### src/rtl/iwd_pkg.sv
// Purpose: shared constants and types for the independent watchdog
// Assumes: one clock domain, the 40 kHz watchdog oscillator clock
// Notes: register offsets are word addresses on the plain register port
package iwd_pkg;
  // register map
  localparam logic [3:0] ADDR_KEY = 4'h0;
  localparam logic [3:0] ADDR_PRESC = 4'h1;
  localparam logic [3:0] ADDR_RELOAD = 4'h2;
  localparam logic [3:0] ADDR_WINDOW = 4'h3;
  localparam logic [3:0] ADDR_CTRL = 4'h4;
  localparam logic [3:0] ADDR_COUNT = 4'h5;
  localparam logic [3:0] ADDR_STATUS = 4'h6;
  localparam logic [3:0] ADDR_IRQ_EN = 4'h7;
  localparam logic [3:0] ADDR_IRQ_CLR = 4'h8;
  // key values
  localparam logic [15:0] KEY_START = 16'hCCCC;
  localparam logic [15:0] KEY_REFRESH = 16'hAAAA;
  // control bit positions
  localparam int CTRL_TIMER_MODE = 0;
  localparam int CTRL_DBG_FREEZE = 1;
  // status bit positions
  localparam int ST_EXPIRED = 0;
  localparam int ST_EARLY = 1;
  localparam int ST_REFRESH = 2;
  localparam int ST_WIDTH = 3;
  // reset values
  localparam logic [7:0] PRESC_RST = 8'h00;
  localparam logic [11:0] RELOAD_RST = 12'hFFF;
  localparam logic [11:0] WINDOW_RST = 12'hFFF;
  // reset pulse length in watchdog clocks
  localparam int RST_PULSE_CYC = 4;
  // time of one cycle at 40 kHz, in ns
  localparam int CLK_PERIOD_NS = 25000;

  typedef enum logic [1:0] {
    IWD_IDLE = 2'b00,
    IWD_RUN = 2'b01,
    IWD_FIRE = 2'b11
  } iwd_state_type;

  typedef struct packed {
    logic [3:0] addr;
    logic [15:0] wdata;
    logic wr;
    logic rd;
  } iwd_bus_type;
endpackage

### src/rtl/iwd_top.sv
// Purpose: independent watchdog, prescaler plus down counter with refresh window
// Assumes: ref_clk is the dedicated watchdog oscillator, separate from the system clock
// Notes: registers on a plain port, read data one cycle after the read strobe
//
// Operation
// - an 8-bit prescaler divides the clock and each tick decrements a 12-bit counter.
// - software sets a window bound and refreshes are accepted only inside it.
// - the block runs only from its own 40 kHz oscillator clock.
// - nothing here depends on the system clock, so counting goes on in Stop and Standby.
// - in watchdog use a missed service raises the device reset request.
// - in timer mode the counter free-runs and flags timeouts instead of resetting.
// - an option-byte strap picks hardware start or software start.
// - when configured, the counter holds while the core is halted in debug.
`timescale 1ns/100ps
module iwd_top #(
  parameter int PRESC_W = 8,
  parameter int CNT_W = 12
) (
  // clock, reset, enable
  input wire logic ref_clk,
  input wire logic rst_n,
  input wire logic clk_en,
  // option byte and debug
  input wire logic opt_hw_start,
  input wire logic dbg_halt,
  // register port
  input wire iwd_pkg::iwd_bus_type bus,
  output logic [15:0] rdata_ff,
  // outputs
  output logic dev_reset_ff,
  output logic irq_ff
);

  ////////////////////////////////////////////////////////////////////////////////
  // declarations
  iwd_pkg::iwd_state_type state_ff, nxt_state;
  logic [PRESC_W-1:0] presc_ff, div_ff;
  logic [CNT_W-1:0] reload_ff, window_ff, count_ff;
  logic [1:0] ctrl_ff;
  logic [iwd_pkg::ST_WIDTH-1:0] status_ff, irq_en_ff, ev;
  logic strap_done_ff;
  logic [2:0] pulse_ff;
  logic wr_key, key_start, key_refresh, tick, frozen, running;
  logic refresh_ok, refresh_early, expire;

  ////////////////////////////////////////////////////////////////////////////////
  // decode
  assign wr_key = bus.wr && bus.addr == iwd_pkg::ADDR_KEY;
  assign key_start = wr_key && bus.wdata == iwd_pkg::KEY_START;
  assign key_refresh = wr_key && bus.wdata == iwd_pkg::KEY_REFRESH;
  assign running = state_ff == iwd_pkg::IWD_RUN;
  assign frozen = ctrl_ff[iwd_pkg::CTRL_DBG_FREEZE] && dbg_halt;
  // refresh is early while the counter still sits above the window bound
  assign refresh_early = running && key_refresh && count_ff > window_ff;
  assign refresh_ok = running && key_refresh && !refresh_early;
  assign tick = running && !frozen && div_ff == presc_ff;
  assign expire = tick && count_ff == '0 && !refresh_ok;
  assign ev[iwd_pkg::ST_EXPIRED] = expire;
  assign ev[iwd_pkg::ST_EARLY] = refresh_early;
  assign ev[iwd_pkg::ST_REFRESH] = refresh_ok;

  ////////////////////////////////////////////////////////////////////////////////
  // state machine: idle until started, fire holds the reset pulse
  always_comb begin
    nxt_state = state_ff;
    case (state_ff)
      iwd_pkg::IWD_IDLE: begin
        if (key_start) begin
          nxt_state = iwd_pkg::IWD_RUN;
        end
      end
      iwd_pkg::IWD_RUN: begin
        // timer mode never resets the device, it just wraps
        if (!ctrl_ff[iwd_pkg::CTRL_TIMER_MODE] && (expire || refresh_early)) begin
          nxt_state = iwd_pkg::IWD_FIRE;
        end
      end
      iwd_pkg::IWD_FIRE: begin
        if (pulse_ff == 3'(iwd_pkg::RST_PULSE_CYC - 1)) begin
          nxt_state = iwd_pkg::IWD_RUN;
        end
      end
      default: begin
        nxt_state = iwd_pkg::IWD_IDLE;
      end
    endcase
  end

  // state register; the strap is caught on the first enabled edge after reset
  always_ff @(posedge ref_clk or negedge rst_n) begin
    if (!rst_n) begin
      state_ff <= iwd_pkg::IWD_IDLE;
      strap_done_ff <= 1'b0;
    end else if (clk_en) begin
      strap_done_ff <= 1'b1;
      if (!strap_done_ff && opt_hw_start) begin
        state_ff <= iwd_pkg::IWD_RUN;
      end else begin
        state_ff <= nxt_state;
      end
    end
  end

  ////////////////////////////////////////////////////////////////////////////////
  // prescaler: one tick every presc+1 clocks, restarted by a refresh
  always_ff @(posedge ref_clk or negedge rst_n) begin
    if (!rst_n) begin
      div_ff <= '0;
    end else if (clk_en) begin
      if (!running || refresh_ok || tick) begin
        div_ff <= '0;
      end else if (!frozen) begin
        div_ff <= div_ff + 1'b1;
      end
    end
  end

  // down counter; free-running timer wraps to reload at zero
  always_ff @(posedge ref_clk or negedge rst_n) begin
    if (!rst_n) begin
      count_ff <= iwd_pkg::RELOAD_RST;
    end else if (clk_en) begin
      if (state_ff != iwd_pkg::IWD_RUN || refresh_ok) begin
        count_ff <= reload_ff;
      end else if (tick) begin
        if (count_ff == '0) begin
          count_ff <= reload_ff;
        end else begin
          count_ff <= count_ff - 1'b1;
        end
      end
    end
  end

  // reset pulse and its length counter
  always_ff @(posedge ref_clk or negedge rst_n) begin
    if (!rst_n) begin
      pulse_ff <= '0;
      dev_reset_ff <= 1'b0;
    end else if (clk_en) begin
      dev_reset_ff <= nxt_state == iwd_pkg::IWD_FIRE;
      if (state_ff == iwd_pkg::IWD_FIRE) begin
        pulse_ff <= pulse_ff + 1'b1;
      end else begin
        pulse_ff <= '0;
      end
    end
  end

  ////////////////////////////////////////////////////////////////////////////////
  // configuration registers; writable in every state, the reset pulse does not lock them
  // a window write acts on the next refresh; a reload write on the next refresh or wrap, and at once outside run
  always_ff @(posedge ref_clk or negedge rst_n) begin
    if (!rst_n) begin
      presc_ff <= iwd_pkg::PRESC_RST;
      reload_ff <= iwd_pkg::RELOAD_RST;
      window_ff <= iwd_pkg::WINDOW_RST;
      ctrl_ff <= '0;
      irq_en_ff <= '0;
    end else if (clk_en && bus.wr) begin
      case (bus.addr)
        iwd_pkg::ADDR_PRESC: presc_ff <= bus.wdata[PRESC_W-1:0];
        iwd_pkg::ADDR_RELOAD: reload_ff <= bus.wdata[CNT_W-1:0];
        iwd_pkg::ADDR_WINDOW: window_ff <= bus.wdata[CNT_W-1:0];
        iwd_pkg::ADDR_CTRL: ctrl_ff <= bus.wdata[1:0];
        iwd_pkg::ADDR_IRQ_EN: irq_en_ff <= bus.wdata[iwd_pkg::ST_WIDTH-1:0];
        default: ;
      endcase
    end
  end

  // sticky status: a new event wins over a clear in the same cycle
  always_ff @(posedge ref_clk or negedge rst_n) begin
    if (!rst_n) begin
      status_ff <= '0;
    end else if (clk_en) begin
      if (bus.wr && bus.addr == iwd_pkg::ADDR_IRQ_CLR) begin
        status_ff <= (status_ff & ~bus.wdata[iwd_pkg::ST_WIDTH-1:0]) | ev;
      end else begin
        status_ff <= status_ff | ev;
      end
    end
  end

  // interrupt level, registered
  always_ff @(posedge ref_clk or negedge rst_n) begin
    if (!rst_n) begin
      irq_ff <= 1'b0;
    end else if (clk_en) begin
      irq_ff <= |(status_ff & irq_en_ff);
    end
  end

  // read data, valid the cycle after the strobe; unmapped reads give zero
  always_ff @(posedge ref_clk or negedge rst_n) begin
    if (!rst_n) begin
      rdata_ff <= '0;
    end else if (clk_en) begin
      rdata_ff <= '0;
      if (bus.rd) begin
        case (bus.addr)
          iwd_pkg::ADDR_PRESC: rdata_ff <= 16'(presc_ff);
          iwd_pkg::ADDR_RELOAD: rdata_ff <= 16'(reload_ff);
          iwd_pkg::ADDR_WINDOW: rdata_ff <= 16'(window_ff);
          iwd_pkg::ADDR_CTRL: rdata_ff <= {12'h000, state_ff, ctrl_ff};
          iwd_pkg::ADDR_COUNT: rdata_ff <= 16'(count_ff);
          iwd_pkg::ADDR_STATUS: rdata_ff <= 16'(status_ff);
          iwd_pkg::ADDR_IRQ_EN: rdata_ff <= 16'(irq_en_ff);
          default: rdata_ff <= '0;
        endcase
      end
    end
  end

  ////////////////////////////////////////////////////////////////////////////////
  // checks
  a_early_fires: assert property (@(posedge ref_clk) disable iff (!rst_n)
    clk_en && refresh_early && !ctrl_ff[0] |=> dev_reset_ff)
    else $error("early refresh did not reset");
  a_refresh_reload: assert property (@(posedge ref_clk) disable iff (!rst_n)
    clk_en && refresh_ok |=> count_ff == $past(reload_ff))
    else $error("refresh did not reload");
  a_tick_dec: assert property (@(posedge ref_clk) disable iff (!rst_n)
    clk_en && tick && !refresh_ok && count_ff != '0 |=> count_ff == $past(count_ff) - 1'b1)
    else $error("counter did not decrement");
  a_expire_reset: assert property (@(posedge ref_clk) disable iff (!rst_n)
    clk_en && expire && !ctrl_ff[0] |=> dev_reset_ff)
    else $error("expiry did not reset");
  a_timer_noreset: assert property (@(posedge ref_clk) disable iff (!rst_n)
    ctrl_ff[0] && running && clk_en |=> !dev_reset_ff)
    else $error("timer mode reset the device");
  a_freeze_hold: assert property (@(posedge ref_clk) disable iff (!rst_n)
    clk_en && frozen && !refresh_ok && running |=> $stable(count_ff))
    else $error("counter moved while frozen");
  a_hw_start: assert property (@(posedge ref_clk) disable iff (!rst_n)
    clk_en && !strap_done_ff && opt_hw_start |=> running)
    else $error("hardware start missed");
  a_pulse_len: assert property (@(posedge ref_clk) disable iff (!rst_n)
    $rose(dev_reset_ff) && clk_en |-> dev_reset_ff [*3])
    else $error("reset pulse too short");
  a_idle_hold: assert property (@(posedge ref_clk) disable iff (!rst_n)
    state_ff == iwd_pkg::IWD_IDLE |-> count_ff == reload_ff || $past(bus.wr))
    else $error("idle counter moved");

  ////////////////////////////////////////////////////////////////////////////////
  // further checks on flags, window, timer mode, software start, pulse shape, freezing and interrupt

  // an expiry event always lands in the sticky status
  a_expire_flag: assert property (@(posedge ref_clk) disable iff (!rst_n)
    clk_en && expire |=> status_ff[iwd_pkg::ST_EXPIRED])
    else $error("expiry flag not set");

  // an early refresh always lands in the sticky status
  a_early_flag: assert property (@(posedge ref_clk) disable iff (!rst_n)
    clk_en && refresh_early |=> status_ff[iwd_pkg::ST_EARLY])
    else $error("early flag not set");

  // a good refresh always lands in the sticky status
  a_good_flag: assert property (@(posedge ref_clk) disable iff (!rst_n)
    clk_en && refresh_ok |=> status_ff[iwd_pkg::ST_REFRESH])
    else $error("refresh flag not set");

  // the reset request only ever stands while the machine sits in fire
  a_reset_in_fire: assert property (@(posedge ref_clk) disable iff (!rst_n)
    dev_reset_ff |-> state_ff == iwd_pkg::IWD_FIRE)
    else $error("reset outside fire state");

  // a refresh at or below the window bound reloads and never resets
  a_window_ok: assert property (@(posedge ref_clk) disable iff (!rst_n)
    clk_en && running && key_refresh && count_ff <= window_ff |=>
      count_ff == $past(reload_ff) && !dev_reset_ff)
    else $error("refresh inside window refused");

  // timer mode wraps to the reload value at zero
  a_timer_wrap: assert property (@(posedge ref_clk) disable iff (!rst_n)
    clk_en && tick && count_ff == '0 && !refresh_ok && ctrl_ff[iwd_pkg::CTRL_TIMER_MODE]
      |=> count_ff == $past(reload_ff))
    else $error("timer did not wrap");

  // timer mode ignores early refreshes as a reset cause
  a_timer_early: assert property (@(posedge ref_clk) disable iff (!rst_n)
    clk_en && refresh_early && ctrl_ff[iwd_pkg::CTRL_TIMER_MODE] |=> !dev_reset_ff)
    else $error("timer mode reset on early refresh");

  // software start: after the strap edge only the start key leaves idle
  a_sw_idle: assert property (@(posedge ref_clk) disable iff (!rst_n)
    clk_en && strap_done_ff && state_ff == iwd_pkg::IWD_IDLE && !key_start
      |=> state_ff == iwd_pkg::IWD_IDLE)
    else $error("left idle without start key");

  // the pulse is four enabled cycles long and no longer
  a_pulse_end: assert property (@(posedge ref_clk) disable iff (!rst_n)
    (dev_reset_ff && clk_en) [*4] |=> !dev_reset_ff)
    else $error("reset pulse too long");

  // the prescaler holds too while frozen, so no phase is lost in debug
  a_freeze_div: assert property (@(posedge ref_clk) disable iff (!rst_n)
    clk_en && frozen && running && !refresh_ok |=> $stable(div_ff))
    else $error("prescaler moved while frozen");

  // a low clock enable freezes counting and the state machine
  a_enable_hold: assert property (@(posedge ref_clk) disable iff (!rst_n)
    !clk_en |=> $stable(count_ff) && $stable(state_ff))
    else $error("state moved with enable low");

  // the interrupt follows enabled status with one cycle of lag
  a_irq_level: assert property (@(posedge ref_clk) disable iff (!rst_n)
    clk_en |=> irq_ff == |($past(status_ff) & $past(irq_en_ff)))
    else $error("interrupt level wrong");

endmodule // iwd_top

### config.mk
export PLATFORM = sky130hd
export DESIGN_NAME = iwd_top
export DESIGN_NICKNAME = d
export VERILOG_FILES = /design/src/rtl/iwd_pkg.sv /design/src/rtl/iwd_top.sv
export SDC_FILE = /design/constraint.sdc
export NUM_CORES = 1
export LEC_CHECK = 0
export BUFFER_PORTS_ARGS = -buffer_cell sky130_fd_sc_hd__buf_2
export CAP_MARGIN = 20
export CORE_MARGIN = 10
export CORE_UTILIZATION = 50
export CTS_CLUSTER_SIZE = 14
export DETAILED_ROUTE_END_ITERATION = 6
export PLACE_DENSITY = 0.69
export SLEW_MARGIN = 10
export SYNTH_ARGS = -nofsm -noshare
export SYNTH_HDL_FRONTEND = slang
export SYNTH_SLANG_ARGS = --single-unit
### constraint.sdc
create_clock -name ref_clk -period 4.4 [get_ports ref_clk]
set_clock_uncertainty 0.05 [all_clocks]
set_input_delay 0.88 -clock ref_clk [delete_from_list [all_inputs] [get_ports ref_clk]]
set_output_delay 0.88 -clock ref_clk [all_outputs]
set_load 0.005 [all_outputs]
==> results.ini <==
[clocking]
cts.sinks=80
clk_path_buf_depth=2
post_cts_buffers=0
hold_buffers=0
clk_pin_slew_ns=0.09
ctsResizeCount=0
clk_latency_ns=0.36
cts_root_buf=clkbuf_8
h-tree-depth=3
cts_tree=done
numCtsBuffers=9

[floorplanning]
rows=35
core_area_sq_um=9150
die_area_sq_um=13600
die_h_um=117
ios=45
die-width_um=117
initial_core_util=0.510

[worst_setup_path]
ff2ff_path_depth=9
crit_top_cell=o21a_1
setup.worst_path.end_class=flop
crit_required_ns=4.64
r2r-end=count_ff[9]
critical_path.max_fanout=12
path_class=reg2reg
cp-startpoint=window_ff[11]
crit_arrival_ns=3.24
worstSetupEndpoint=count_ff[9]
crit_chain=inv_1, ha_1, a21oi_1, o21a_1, o211ai_1, o21a_1, o21ai_1, o21ai_0, a221o_1
timing.rr.start=window_ff[11]
r2r_slack_ns=1.41
startpoint_type=flop
cp_slowest_cell=o21ai_1
cpPeakStageDelay_ns=0.59

[sta]
post-route-period-util=0.680
tns_ns=0
slew_headroom=0.479
period_minus_slack_ns=2.99
hold_viol=0
rsz0062_at_grt=false
setup_viol=0
tightestPinTransition_ns=0.781
maxSlewViolCount=0
max_freq_mhz=334

[yosys]
ys_seq_elements=80
ys.warnings.count=0
yosysTopAreaCellShare=0.236
synth_area_sq_um=4670
synth_edf_count=0
syn_avg_cell_area_sq_um=9.77
synth_largest_area_cell=dfrtp_1
synth-async-reset-ratio=1.00
synth_cell_type_count=61
synth-seq-area-share=0.438
netlist_instances=478
synth_ff_type=dfrtp_1
ys_top_cells_by_area=dfrtp_1 24%, dfstp_2 20%, mux2_2 6.8%

[detailed_routing]
route.detailed.drc=0
wire_per_inst_um=20.1
antenna_left=0
routed_wl_um=12600
drtPass1Iterations=4
drt_iter0_drc=206
via_count=3783
avgViaCountPerCell=6.02

[placement]
dp_hpwl_um=9480
gp_congestion=0.994
dpl.cell_count=612
port-buffer-count=40

[final_layout]
final_cells=628
fillers=821
drive_gt1_frac=0.257
syn2layout_area_growth_pct=10.4
fin_nets=556
insertedDiodeCount=0

[grt]
grt_max_degree=61
overflow=0
grt_pass1_vias=3705
grt_pass1_wl_um=20400
track_usage=0.194
grt_antenna_before_repair=0

[power_and_ir_drop]
powerDensity_nw_per_um2=447
leakagePower_uw=0.00224
vdd_drop_max_mv=0.188

[run]
cap_violations=0

[outcome]
status=finished, final reports clean

[min_path]
hold_class=reg2reg

-- metal layers --
metal	vias to the layer above	wire, um	part of all wire	GRT usage
met2	104	5690	0.45	0.288
li1	1774	-	-	-
met3	16	722	0.057	0.0318
met1	1889	6020	0.48	0.280
met4	0	205	0.016	0.0626
met5	-	0	0	0
-- cell families after synthesis --
logic type | synth area share
buf+inv | 0.0600
flops | 0.438
mux | 0.122
fa+ha+maj | 0.0455
xor+xnor | 0.0188
other cells | 0.000803
compound gates | 0.161
simple gates | 0.154
-- worst min-delay path by stage --
stage	startpoint	endpoint	cells after the start
6_report	strap_done_ff	strap_done_ff	1
5_1_grt	strap_done_ff	strap_done_ff	1
4_1_cts	strap_done_ff	strap_done_ff	1
3_5_place_dp	strap_done_ff	strap_done_ff	1
3_3_place_gp	strap_done_ff	strap_done_ff	1
2_1_floorplan	strap_done_ff	strap_done_ff	1
-- synth_stat cells, drive strengths merged, types with 4 or more instances --
cell / n
o21a: 6
a21oi: 17
mux2: 28
o22ai: 16
ha: 17
dfstp: 36
and2: 4
o21ai: 34
nor3: 5
inv: 41
a22oi: 15
dfrtp: 44
clkbuf: 14
xnor2: 9
nand2: 41
a22o: 4
mux2i: 23
and3: 6
nor2: 23
o211ai: 5
nand4: 10
nand3: 12
nor2b: 8
a31oi: 4
nand2b: 4
buf: 12
-- cell type report --
cell class              instances  area (sq um)  area share
multi-input cells             334          2350       0.457
well taps                     111           139      0.0269
inverters                      41           154      0.0299
clock buffers                  11           131      0.0255
clock inverters                 5          81.3      0.0158
repair buffers                 46           248      0.0481
flip-flops and latches         80          2050       0.397
-- report_power, final --
part	leakage, uW	total [uW]	switching, uW	internal, uW
Combinational	0.00117	619	348	271
Clock	0.000104	594	274	320
Sequential	0.000965	1090	156	933
Total	0.00224	2300	778	1520
-- critical path: cells and delay by family, from the launching register on --
family	cells	cell delay, ns
buf+inv	1	0.05
compound gates	7	1.97
fa+ha+maj	1	0.33
flops	1	0.54
-- placed cells by master, fill, tap and decap left out, drive strengths merged, types with 3 or more instances in the layout --
cell     n
dfstp   36
ha      17
a22o     4
mux2i   23
nor3b    3
or3      3
nor3     5
nand3   12
o21ai   34
dfrtp   44
inv     41
conb     4
nand2b   4
buf     46
o22ai   16
o21a     6
o22a     3
and3     6
a21boi   3
and2     4
clkbuf  11
o211ai   5
nor2b    8
mux2    28
nor4     3
a21oi   17
xnor2    9
nand2   41
a22oi   15
nor2    23
a31oi    4
nand4   10
-- registers in the layout (all words and copies together) (netlist names), 8 cells and up --
register / flops
reload_ff: 12
count_ff: 12
div_ff: 8
window_ff: 12
rdata_ff: 12
presc_ff: 8
-- metrics by stage --
stage,instance area [sq um],hold WS [ns],util,power (uW),setup slack (ns)
finish,5150,0.422,0.563,2300,1.41
global route,5150,0.441,0.563,2450,1.19
CTS,5150,0.422,0.563,2310,1.44
detailed placement,4940,0.400,0.540,1710,1.08
global placement,4940,0.393,0.540,1680,1.12
floorplan,4680,0.380,-,1490,1.91
No activity file was read; power rests on OpenSTA's default activity.
